--- src/common/smsp_pkg.sv ---
// Constants, types and state record of the serial port controller
package smsp_pkg;

  // ------------------------------------------------------------------
  // Register map: indices, byte address is four times the index
  // ------------------------------------------------------------------
  localparam int ADDR_W = 10;
  localparam logic [7:0] IDX_CONTROL = 8'h2C;
  localparam logic [7:0] IDX_STATUS = 8'h2D;
  localparam logic [7:0] IDX_DATA = 8'h2E;
  localparam logic [7:0] IDX_PIN_CFG = 8'h2F;
  localparam logic [ADDR_W-1:0] ADDR_CONTROL = {IDX_CONTROL, 2'b00};
  localparam logic [ADDR_W-1:0] ADDR_STATUS = {IDX_STATUS, 2'b00};
  localparam logic [ADDR_W-1:0] ADDR_DATA = {IDX_DATA, 2'b00};
  localparam logic [ADDR_W-1:0] ADDR_PIN_CFG = {IDX_PIN_CFG, 2'b00};

  // ------------------------------------------------------------------
  // Field positions
  // ------------------------------------------------------------------
  localparam int CTL_IRQ_EN = 7;
  localparam int CTL_PORT_EN = 6;
  localparam int CTL_ORDER = 5;
  localparam int CTL_ROLE = 4;
  localparam int CTL_CLOCK_IDLE_POLARITY = 3;
  localparam int CTL_CLOCK_SAMPLE_PHASE = 2;
  localparam int CTL_RATE_HI = 1;
  localparam int CTL_RATE_LO = 0;
  localparam int STS_TCF = 7;
  localparam int STS_WCF = 6;
  localparam int STS_DBL = 0;
  localparam int PCF_SS_IN = 0;

  // ------------------------------------------------------------------
  // Reset values and counts
  // ------------------------------------------------------------------
  localparam logic [7:0] CONTROL_RST = 8'h00;
  localparam logic [7:0] DATA_RST = 8'h00;
  localparam logic PIN_CFG_SS_IN_RST = 1'b1;
  localparam logic [3:0] LAST_EDGE = 4'hF;
  // Half periods of the master clock, minus one, in system clocks
  localparam logic [6:0] HALF_M1_DIV4 = 7'h01;
  localparam logic [6:0] HALF_M1_DIV16 = 7'h07;
  localparam logic [6:0] HALF_M1_DIV64 = 7'h1F;
  localparam logic [6:0] HALF_M1_DIV128 = 7'h3F;
  localparam logic [6:0] HALF_M1_DIV2 = 7'h00;
  localparam logic [6:0] HALF_M1_DIV8 = 7'h03;
  localparam logic [6:0] HALF_M1_DIV32 = 7'h0F;

  // ------------------------------------------------------------------
  // Types
  // ------------------------------------------------------------------
  typedef enum logic [2:0] {
    ST_IDLE = 3'b001,
    ST_MASTER = 3'b010,
    ST_SLAVE = 3'b100
  } smsp_state_e;

  typedef struct packed {
    logic sck_o;
    logic sck_oe_n;
    logic mosi_o;
    logic mosi_oe_n;
    logic miso_o;
    logic miso_oe_n;
  } smsp_pins_s;

  typedef struct packed {
    smsp_state_e st;
    logic [7:0] ctrl;
    logic dbl;
    logic tcf;
    logic wcf;
    logic arm_tcf;
    logic arm_wcf;
    logic ss_in_cfg;
    logic [7:0] shreg;
    logic [7:0] rxbuf;
    logic [3:0] ecnt;
    logic [6:0] div;
    logic sck_lvl;
    logic out_bit;
    logic [7:0] prdata;
    logic slverr;
    logic irq;
    logic ss_s1;
    logic ss_s2;
    logic sck_s1;
    logic sck_s2;
    logic sck_prev;
    logic mosi_s1;
    logic mosi_s2;
    logic miso_s1;
    logic miso_s2;
  } smsp_state_s;

endpackage

--- src/logic/smsp_port.sv ---
// Serial peripheral port controller, master or slave, with APB registers
`timescale 1ns/1ps
module smsp_port
  import smsp_pkg::*;
(
  // Clock and reset
  input wire logic sys_clk,
  input wire logic nrst,
  // APB slave
  input wire logic psel,
  input wire logic penable,
  input wire logic pwrite,
  input wire logic [ADDR_W-1:0] paddr,
  input wire logic [31:0] pwdata,
  output logic [31:0] prdata,
  output logic pready,
  output logic pslverr,
  // Processor side
  input wire logic global_irq_en,
  input wire logic vector_taken,
  output logic xfer_irq,
  // Serial pins
  input wire logic sck_i,
  input wire logic mosi_i,
  input wire logic miso_i,
  input wire logic ss_n_i,
  output smsp_pins_s pins
);

  // ------------------------------------------------------------------
  // State
  // ------------------------------------------------------------------
  smsp_state_s s_r; // Whole register state
  smsp_state_s s_nxt; // Next value of it
  logic en; // Port enabled
  logic role; // One for master
  logic clock_idle_polarity; // Idle clock level
  logic clock_sample_phase; // Sample on trailing edge
  logic lsb_first; // Bit order
  logic acc; // APB access completes this edge
  logic wr; // Completing write
  logic rd; // Completing read
  logic hit_ctl; // Address decode
  logic hit_sts;
  logic hit_dat;
  logic hit_pcf;
  logic busy; // Transfer under way
  logic load; // Shifter loaded from software
  logic step; // A clock edge acts this cycle
  logic lead; // That edge is the leading one
  logic sample; // That edge samples data
  logic sin; // Serial data being sampled
  logic [7:0] sh_in; // Shifter with the sampled bit in
  logic [6:0] half_m1; // Half period count for master
  logic fault; // Master deselected by another master
  logic tcf_set; // Done flag set this cycle

  assign en = s_r.ctrl[CTL_PORT_EN];
  assign role = s_r.ctrl[CTL_ROLE];
  assign clock_idle_polarity = s_r.ctrl[CTL_CLOCK_IDLE_POLARITY];
  assign clock_sample_phase = s_r.ctrl[CTL_CLOCK_SAMPLE_PHASE];
  assign lsb_first = s_r.ctrl[CTL_ORDER];

  // ------------------------------------------------------------------
  // Bus answer
  // ------------------------------------------------------------------
  // Zero wait states: read data was captured in the setup cycle
  assign pready = psel & penable;
  assign prdata = {24'h000000, s_r.prdata};
  assign pslverr = s_r.slverr;
  assign xfer_irq = s_r.irq;

  // ------------------------------------------------------------------
  // Pin drive
  // ------------------------------------------------------------------
  // Master drives clock and data out; slave drives its output only while selected
  always_comb begin
    pins.sck_o = s_r.sck_lvl;
    pins.sck_oe_n = ~(en & role);
    pins.mosi_o = s_r.out_bit;
    pins.mosi_oe_n = ~(en & role);
    pins.miso_o = s_r.out_bit;
    pins.miso_oe_n = ~(s_r.st == ST_SLAVE);
  end

  // ------------------------------------------------------------------
  // Next state
  // ------------------------------------------------------------------
  always_comb begin
    s_nxt = s_r;
    // Pin synchronisers; the external clock is only sampled, so its phases
    // must each outlast one system clock or edges are missed
    s_nxt.ss_s1 = ss_n_i;
    s_nxt.ss_s2 = s_r.ss_s1;
    s_nxt.sck_s1 = sck_i;
    s_nxt.sck_s2 = s_r.sck_s1;
    s_nxt.sck_prev = s_r.sck_s2;
    s_nxt.mosi_s1 = mosi_i;
    s_nxt.mosi_s2 = s_r.mosi_s1;
    s_nxt.miso_s1 = miso_i;
    s_nxt.miso_s2 = s_r.miso_s1;

    acc = psel & penable;
    wr = acc & pwrite;
    rd = acc & ~pwrite;
    hit_ctl = (paddr == ADDR_CONTROL);
    hit_sts = (paddr == ADDR_STATUS);
    hit_dat = (paddr == ADDR_DATA);
    hit_pcf = (paddr == ADDR_PIN_CFG);
    busy = (s_r.st == ST_MASTER) || ((s_r.st == ST_SLAVE) && (s_r.ecnt != 4'h0));
    load = 1'b0;
    step = 1'b0;
    lead = 1'b0;
    sin = 1'b0;
    tcf_set = 1'b0;
    fault = en & role & s_r.ss_in_cfg & ~s_r.ss_s2;

    // Master clock rate from rate code and double speed
    case ({s_r.dbl, s_r.ctrl[CTL_RATE_HI], s_r.ctrl[CTL_RATE_LO]})
      3'b000: half_m1 = HALF_M1_DIV4;
      3'b001: half_m1 = HALF_M1_DIV16;
      3'b010: half_m1 = HALF_M1_DIV64;
      3'b011: half_m1 = HALF_M1_DIV128;
      3'b100: half_m1 = HALF_M1_DIV2;
      3'b101: half_m1 = HALF_M1_DIV8;
      3'b110: half_m1 = HALF_M1_DIV32;
      default: half_m1 = HALF_M1_DIV64;
    endcase

    // Setup cycle: capture read data so it comes from a flop
    if (psel && !penable) begin
      s_nxt.slverr = 1'b0;
      if (hit_ctl) begin
        s_nxt.prdata = s_r.ctrl;
      end else if (hit_sts) begin
        s_nxt.prdata = {s_r.tcf, s_r.wcf, 5'h00, s_r.dbl};
      end else if (hit_dat) begin
        s_nxt.prdata = s_r.rxbuf;
      end else if (hit_pcf) begin
        s_nxt.prdata = {7'h00, s_r.ss_in_cfg};
      end else begin
        // Unmapped: zero data and an error answer
        s_nxt.prdata = 8'h00;
        s_nxt.slverr = 1'b1;
      end
    end

    // Register writes
    if (wr && hit_ctl) begin
      s_nxt.ctrl = pwdata[7:0];
    end
    if (wr && hit_sts) begin
      s_nxt.dbl = pwdata[STS_DBL];
    end
    if (wr && hit_pcf) begin
      s_nxt.ss_in_cfg = pwdata[PCF_SS_IN];
    end

    // Flag clearing: status read arms, following data access clears
    if (rd && hit_sts) begin
      s_nxt.arm_tcf = s_r.prdata[STS_TCF];
      s_nxt.arm_wcf = s_r.prdata[STS_WCF];
    end
    if (acc && hit_dat) begin
      if (s_r.arm_tcf || s_r.arm_wcf) begin
        s_nxt.tcf = 1'b0;
      end
      if (s_r.arm_wcf) begin
        s_nxt.wcf = 1'b0;
      end
      s_nxt.arm_tcf = 1'b0;
      s_nxt.arm_wcf = 1'b0;
    end
    if (vector_taken) begin
      s_nxt.tcf = 1'b0;
    end

    // Data write: only one transmit buffer, so a write mid-byte is refused
    if (wr && hit_dat) begin
      if (busy) begin
        s_nxt.wcf = 1'b1;
      end else begin
        load = 1'b1;
      end
    end

    // Transfer sequencing
    case (s_r.st)
      ST_IDLE: begin
        s_nxt.ecnt = 4'h0;
        s_nxt.sck_lvl = clock_idle_polarity;
        if (en && role && load) begin
          // Master starts its clock on the data write
          s_nxt.st = ST_MASTER;
          s_nxt.div = half_m1;
        end else if (en && !role && !s_r.ss_s2) begin
          s_nxt.st = ST_SLAVE;
        end
      end
      ST_MASTER: begin
        if (s_r.div == 7'h00) begin
          s_nxt.div = half_m1;
          s_nxt.sck_lvl = ~s_r.sck_lvl;
          step = 1'b1;
          lead = ~s_r.ecnt[0];
          // Synchroniser delay: at the fastest rates the slave's bit is
          // seen two clocks late, so those rates need a quick slave
          sin = s_r.miso_s2;
        end else begin
          s_nxt.div = s_r.div - 7'h01;
        end
      end
      ST_SLAVE: begin
        if (s_r.ss_s2 || role) begin
          // Deselect drops any partial byte
          s_nxt.st = ST_IDLE;
          s_nxt.ecnt = 4'h0;
        end else if (s_r.sck_s2 != s_r.sck_prev) begin
          // Timing comes from the external clock only
          step = 1'b1;
          lead = (s_r.sck_prev == clock_idle_polarity);
          sin = s_r.mosi_s2;
        end
      end
      default: begin
        s_nxt.st = ST_IDLE;
      end
    endcase

    // Edge action: sample on one edge kind, set up on the other
    sample = lead ^ clock_sample_phase;
    sh_in = lsb_first ? {sin, s_r.shreg[7:1]} : {s_r.shreg[6:0], sin};
    if (step) begin
      s_nxt.ecnt = s_r.ecnt + 4'h1;
      if (sample) begin
        s_nxt.shreg = sh_in;
      end else begin
        s_nxt.out_bit = lsb_first ? s_r.shreg[0] : s_r.shreg[7];
      end
      if (s_r.ecnt == LAST_EDGE) begin
        // Sixteen edges carry eight bits each way
        s_nxt.rxbuf = sample ? sh_in : s_r.shreg;
        tcf_set = 1'b1;
        if (s_r.st == ST_MASTER) begin
          s_nxt.st = ST_IDLE;
        end
      end
    end

    if (load) begin
      s_nxt.shreg = pwdata[7:0];
    end
    // Between bytes the first bit is presented ahead of any edge
    if (!step && (s_nxt.ecnt == 4'h0)) begin
      s_nxt.out_bit = lsb_first ? s_nxt.shreg[0] : s_nxt.shreg[7];
    end

    // Disabled port does nothing
    if (!en) begin
      s_nxt.st = ST_IDLE;
      s_nxt.ecnt = 4'h0;
    end
    // Another master took the bus: become slave and report it
    if (fault) begin
      s_nxt.ctrl[CTL_ROLE] = 1'b0;
      s_nxt.st = ST_IDLE;
      s_nxt.ecnt = 4'h0;
      tcf_set = 1'b1;
    end
    // Setting wins over any clear in the same cycle
    if (tcf_set) begin
      s_nxt.tcf = 1'b1;
    end
    s_nxt.irq = s_nxt.tcf & s_nxt.ctrl[CTL_IRQ_EN] & global_irq_en;
  end

  // ------------------------------------------------------------------
  // State register
  // ------------------------------------------------------------------
  always_ff @(posedge sys_clk or negedge nrst) begin
    if (!nrst) begin
      s_r <= '0;
      s_r.st <= ST_IDLE;
      s_r.ctrl <= CONTROL_RST;
      s_r.shreg <= DATA_RST;
      s_r.ss_in_cfg <= PIN_CFG_SS_IN_RST;
      s_r.ss_s1 <= 1'b1;
      s_r.ss_s2 <= 1'b1;
    end else begin
      s_r <= s_nxt;
    end
  end
endmodule

--- config.mk ---
export PLATFORM = sky130hd
export DESIGN_NAME = smsp_port
export DESIGN_NICKNAME = d
export VERILOG_FILES = /design/src/common/smsp_pkg.sv /design/src/logic/smsp_port.sv
export SDC_FILE = /design/constraint.sdc
export NUM_CORES = 1
export LEC_CHECK = 0
export BUFFER_PORTS_ARGS = -buffer_cell sky130_fd_sc_hd__buf_2
export CAP_MARGIN = 10
export CORE_ASPECT_RATIO = 2
export CORE_MARGIN = 5
export CORE_UTILIZATION = 40
export DETAILED_ROUTE_END_ITERATION = 7
export PLACE_DENSITY = 0.69
export SLEW_MARGIN = 20
export SYNTH_ARGS = -nofsm -noshare
export SYNTH_HDL_FRONTEND = slang
export SYNTH_SLANG_ARGS = --single-unit
--- constraint.sdc ---
create_clock -name sys_clk -period 3.45 [get_ports sys_clk]
set_clock_uncertainty 0.05 [all_clocks]
set_input_delay 0.345 -clock sys_clk [delete_from_list [all_inputs] [get_ports sys_clk]]
set_output_delay 0.345 -clock sys_clk [all_outputs]
set_load 0.005 [all_outputs]
==> results.txt, run 1 <==
Mapped Area: 3646 sq um
met3 WL: 429 microns
Synth async-reset ratio: 100.0%
Ys Warns: 0
leakage power: 1.865 nW
# Post-CTS Setup Buffers: 0
drt drc: 0
crit path DAT: 3.04 ns
TritonCTS clock tree: done
Root Buffer: clkbuf_16
Routed WL: 8523 microns
Period minus WS final: 2.829 ns
Main synth FF type: dfrtp_1
antenna cells: 0
Critical Path Source Type: flip-flop
Synth Instances: 387
PwrDens: 405.3 nW/um^2
GRT Util Overall: 15.62%
CP Class: reg -> reg
Final nets: 480
final critical-path share of the clock period: 81.99%
RSZ-0062 raised after global routing: false
Die Ht: 145.0 microns
Inserted Clock Buffers: 9
post-DP HPWL: 6704 microns
critical path's top delay family: simple AND/OR/NAND/NOR gates
first-pass GRT wire length: 13830 microns
post-route met1 wirelength: 2789 microns
CP required: 3.66 ns
# port buffers: 45
I/O Pins: 94
top cells by area, synth: dfrtp_1, buf_4, nand2_1, o21ai_0, mux2_2
per-cell routed wire length: 16.08 microns
initial core utilization: 40.73%
Final setup viols: 0
area delta synth->final: 12.39%
worst hold slack: 0.05339 ns
Slew @ Worst Pin: 0.6447 ns
syn avg cell area: 9.421 sq um
highest metal used: met4
biggest area consumer among synthesized cells: dfrtp_1
Synth top area share: 41.87%
htree depth: 3
post-route ant nets: 0
fin. max-slew vios: 0
Final Util: 45.78%
critical path, cell by cell: inv_1 > ha_1 > or3b_2 > nor4_2 > nor3_1 > nor2_1 > buf_4 > nand3b_1 > a311o_1 > a31oi_1
vias in the first global route: 2878
DRT iter0 DRCs: 183
clock latency on the worst-skew pair: 0.34 ns
num rows: 49
sequential area share after synthesis: 44.75%
status: finished, final reports clean
worst vdd ir: 0.2368 mV
clock buffer depth: 2
most frequent cell after synthesis: dfrtp_1
final hold viol count: 0
synth unique cells: 55
met2 WL: 4703 microns
largest net degree at the start of global routing: 35
hold buffers post-CTS: 1
Slowest Stage Delay on Critical Path: 0.50 ns
worst hold-check path type: in -> reg
Post-synth EDFFs: 0
via count: 2919
Reg clk slew, reported paths: 0.06 ns
final setup TNS: 0 ns
Core Region: 8951 sq um
relative slew slack: 57.02%
Pre-antenna DRT Iters: 4
element type at the critical path end: flip-flop
die width: 77.51 microns
Final Power: 1.661 mW
Final Wtd Congestion: 0.9046
clk sinks: 65
most frequent cells after synthesis: dfrtp_1, nand2_1, buf_4
CP bufs+invs: 2
Post-CTS Resized: 0
GRT overflow: 0
die area: 11240 sq um
vias per cell: 5.508
max cap viols: 0
share of cells above drive strength 1: 21.50%
initial antenna violation count: 0
FMAX: 353.5 MHz
Max Fanout on Critical Path: 9
post-synthesis register bit count: 65
Worst path slowest cell: or3b_2
==> where the power goes <==
group | internal, mW | switching [mW] | total (mW)
registers | 0.771 | 0.00481 | 0.776
clock network | 0.486 | 0.334 | 0.820
logic | 0.0217 | 0.0429 | 0.0645
total | 1.28 | 0.382 | 1.66
==> cells in the final DEF, fill, tap and decap left out, drive strengths merged, types with 3 or more instances in the layout <==
cell       n
dfrtp     61
buf       55
nand2     40
o21ai     35
conb      24
nor2      22
a21oi     14
nand3     14
mux2      11
mux2i     11
inv       10
clkbuf    10
a31oi      9
nor2b      8
nand2b     8
o21a       7
o211ai     7
nor3b      5
or3        5
a22oi      5
nand4      5
nor3       4
and3       4
o31ai      4
ha         4
dfstp      4
a21o       3
a22o       3
clkinvlp   3
nor4       3
clkinv     3
==> cell type report <==
cell class | count | area, sq um
clock buffers | 10 | 229.0
clock inverters | 6 | 45.04
fillers | 874 | 4853
inverters | 10 | 37.54
multi-input cells | 281 | 1717
flip-flops and latches | 65 | 1632
well taps | 102 | 127.6
repair buffers | 56 | 310.3
==> layer usage <==
| layer | global-route usage [%] | vias to the layer above |
|---|---|---|
| li1 | - | 1401 |
| met1 | 14.40 | 1395 |
| met2 | 28.38 | 90 |
| met3 | 3.660 | 33 |
| met4 | 11.79 | 0 |
| met5 | 0 | - |
==> registers in the layout (all words and copies together) (netlist names) <==
signal / count
clock_sample_phase: 1
pslverr: 1
s_r: 43
xfer_irq: 1
en: 1
clock_idle_polarity: 1
pins: 2
lsb_first: 1
s_nxt: 5
prdata: 8
role: 1
==> worst paths after layout <==
kind / start / to / slack [ns] / cells past startpoint
worst max-delay path: s_r[21] / pins[1] / 0.62 / 10
min in group asynchronous: nrst / s_nxt[0] / 0.40 / 2
max in group asynchronous: nrst / s_r[62] / 2.17 / 3
worst min register to register: s_nxt[0] / s_r[0] / 0.30 / 0
worst max register to register: s_r[21] / pins[1] / 0.62 / 10
worst min-delay path: ss_n_i / s_nxt[7] / 0.05 / 1
==> cells by family (layout without fill, tap and decap cells) <==
logic type                 after synthesis  count (layout)  synth area share (%)
buffers and inverters                   64              82                 10.54
muxes                                   23              23                 7.035
other                                    1              24                0.1029
and+or+nand+nor                        128             128                 18.19
AOI/OAI and AO/OA                       99              99                 17.30
xor gates and xnor gates                 3               3                0.7208
DFF                                     65              65                 44.75
adders and majority gates                4               4                 1.373
==> through the flow <==
stage / worst slack (ns) / instances / area, sq um
6_report: 0.6213 / 530 / 4098
5_1_grt: 0.4891 / 530 / 4098
4_1_cts: 0.6388 / 530 / 4098
3_5_place_dp: 0.6440 / 513 / 3814
3_3_place_gp: 0.6659 / 513 / 3814
2_1_floorplan: 0.9062 / 410 / 3732
Power figures use the tool's default switching activity.
==> inputs of run 2 (changes only) <==
Settings changed: PLACE_DENSITY 0.69 to 0.72.
Clock period 3.45 ns to 2.5 ns, I/O delays scaled along.
==> run 2 against run 1 <==
The flow now finishes with violations (setup timing). Count of clock-buffer cells in the layout is 1 lower. Setup slack worse by 0.69 ns. Sequential power rose by 38%. Die area unchanged. Routed wire length is 14% higher. Sequential cell count did not move. Via count rose by 7.4%. Cell count is 8.7% higher. Critical path depth down 1. Combinational power is 57% higher. Critical path type unchanged. Largest cell class unchanged.
==> results.txt, run 2 (same netlist as run 1, synthesis figures left out) <==
layer with the highest usage: met2
largest net degree at the start of global routing: 30
met3 GRT Util: 2.605%
Final nets: 526
Core Region: 8951 sq um
first-pass GRT wire length: 15390 microns
num rows: 49
Hold Path Origin: pwdata[1]
Slew @ Worst Pin: 0.6680 ns
RSZ-0062 raised after global routing: true
fin. max-slew vios: 0
worst vdd ir: 0.4128 mV
Final setup viols: 2
# port buffers: 45
initial core utilization: 40.73%
GRT Util Overall: 17.28%
die area: 11240 sq um
Final Util: 50.70%
Inserted Clock Buffers: 9
min setup slack post-route: -0.07219 ns
r2r endpoint: pins[1]
final instance area: 4538 sq um
GRT overflow: 0
Largest Register: s_r
hold path cells: 2
Root Buffer: clkbuf_16
CP required: 2.69 ns
FMAX: 388.8 MHz
Critical Path Source Type: flip-flop
most common cell after layout, fill and taps aside: dfrtp_1
status: finished, violations left
share of cells above drive strength 1: 30.80%
final hold viol count: 0
Reg2Reg Depth: 9
failing checks: setup timing
via count: 3136
post-DP HPWL: 7503 microns
DP Area: 4091 sq um
leakage power: 2.101 nW
antenna cells: 0
met2 Track Usage GR: 32.14%
Reg clk slew, reported paths: 0.06 ns
vias per cell: 5.444
Period minus WS final: 2.572 ns
most frequent cells in the layout: dfrtp_1, buf_4, buf_2
worst hold-check path type: in -> reg
CP Class: reg -> reg
clock latency on the worst-skew pair: 0.33 ns
relative slew slack: 55.47%
max cap viols: 0
TritonCTS clock tree: done
initial antenna violation count: 0
vias in the first global route: 3301
drt drc: 0
crit path DAT: 2.77 ns
Pre-antenna DRT Iters: 6
Final Power: 2.418 mW
I/O Pins: 94
DRT iter0 DRCs: 194
htree depth: 3
area delta synth->final: 24.47%
reg-to-reg slack, setup: -0.07 ns
met1 Use GR: 16.21%
Routed WL: 9739 microns
final critical-path share of the clock period: 102.9%
FILL cells: 843
clk sinks: 65
die width: 77.51 microns
Max Fanout on Critical Path: 3
max reg flops: 43
post-route ant nets: 0
clock buffer depth: 2
Die Ht: 145.0 microns
Final Wtd Congestion: 0.9199
element type at the critical path end: flip-flop
PwrDens: 532.8 nW/um^2
hold endpoint: s_r[41]
Reg-to-Reg Start: s_r[21]
per-cell routed wire length: 16.91 microns
[run 2: changes by cell type in the layout (fill, tap and decap cells not counted), moves of 4 or more]
cell           previous run  this run
o21ai_1                   8        13
o21ai_0                  27        21
buf_4                    10        52
dlygate4sd3_1             1         5
[run 2: power breakdown]
group | leakage (nW) | internal, mW | switching (mW)
sequential | 0.795 | 1.06 | 0.00672
combinational | 1.17 | 0.0380 | 0.0630
clock | 0.137 | 0.769 | 0.478
[run 2: critical path, stage by stage (launching register included)]
cell and delay, ns:
dfrtp_1 0.39, inv_2 0.09, ha_4 0.13, or3b_4 0.40, or4_4 0.54, a21oi_2 0.17, a21oi_2 0.05, nand3b_1 0.17
a311o_1 0.33, a31oi_1 0.18
[run 2: repair_timing]
| action | 4_1_cts | 5_1_grt |
|---|---|---|
| endpoints found under the hold margin | 29 | 0 |
| setup buffers | 3 | 4 |
| setup endpoints to repair | 19 | 16 |
| pin swaps | 5 | 7 |
| hold buffers | 5 | 0 |
| resized for setup | 7 | 14 |
[run 2: metrics by stage]
stage / setup WS, ns / setup TNS, ns / instances / hold slack (ns)
finish: -0.07219 / -0.08891 / 576 / 0.09897
global route: -0.1643 / -0.3964 / 576 / 0.1033
detailed placement: -0.2398 / -2.076 / 550 / 0.2704
global placement: -0.1770 / -1.161 / 550 / 0.2657
CTS: -0.07358 / -0.07358 / 574 / 0.08758
floorplan: 0.005149 / 0 / 410 / -0.09559
[run 2: layout make-up]
class	instances	area, sq um	share of cell area (%)
Tap cell	102	127.6	2.812
Timing Repair Buffer	102	665.6	14.67
Clock buffer	9	225.2	4.963
Inverter	10	37.54	0.8271
Multi-Input combinational cell	281	1779	39.21
Clock inverter	7	71.32	1.572
Sequential cell	65	1632	35.95
[run 2: worst max path at each step]
stage | from | endpoint | slack [ns] | depth (start not counted)
after CTS | s_r[22] | pins[1] | -0.07 | 9
after detailed placement | paddr[9] | s_r[25] | -0.24 | 8
after global placement | paddr[9] | s_r[23] | -0.18 | 8
after global routing | s_r[21] | pins[1] | -0.16 | 9
after floorplan | s_r[21] | pins[1] | 0.005 | 9
final | s_r[21] | pins[1] | -0.07 | 9
[run 2: per-layer routing]
layer  vias up  wire, microns
li1       1482              -
met1      1526           3216
met2        96           5510
met3        32            388
met4         0            623
met5         -              0
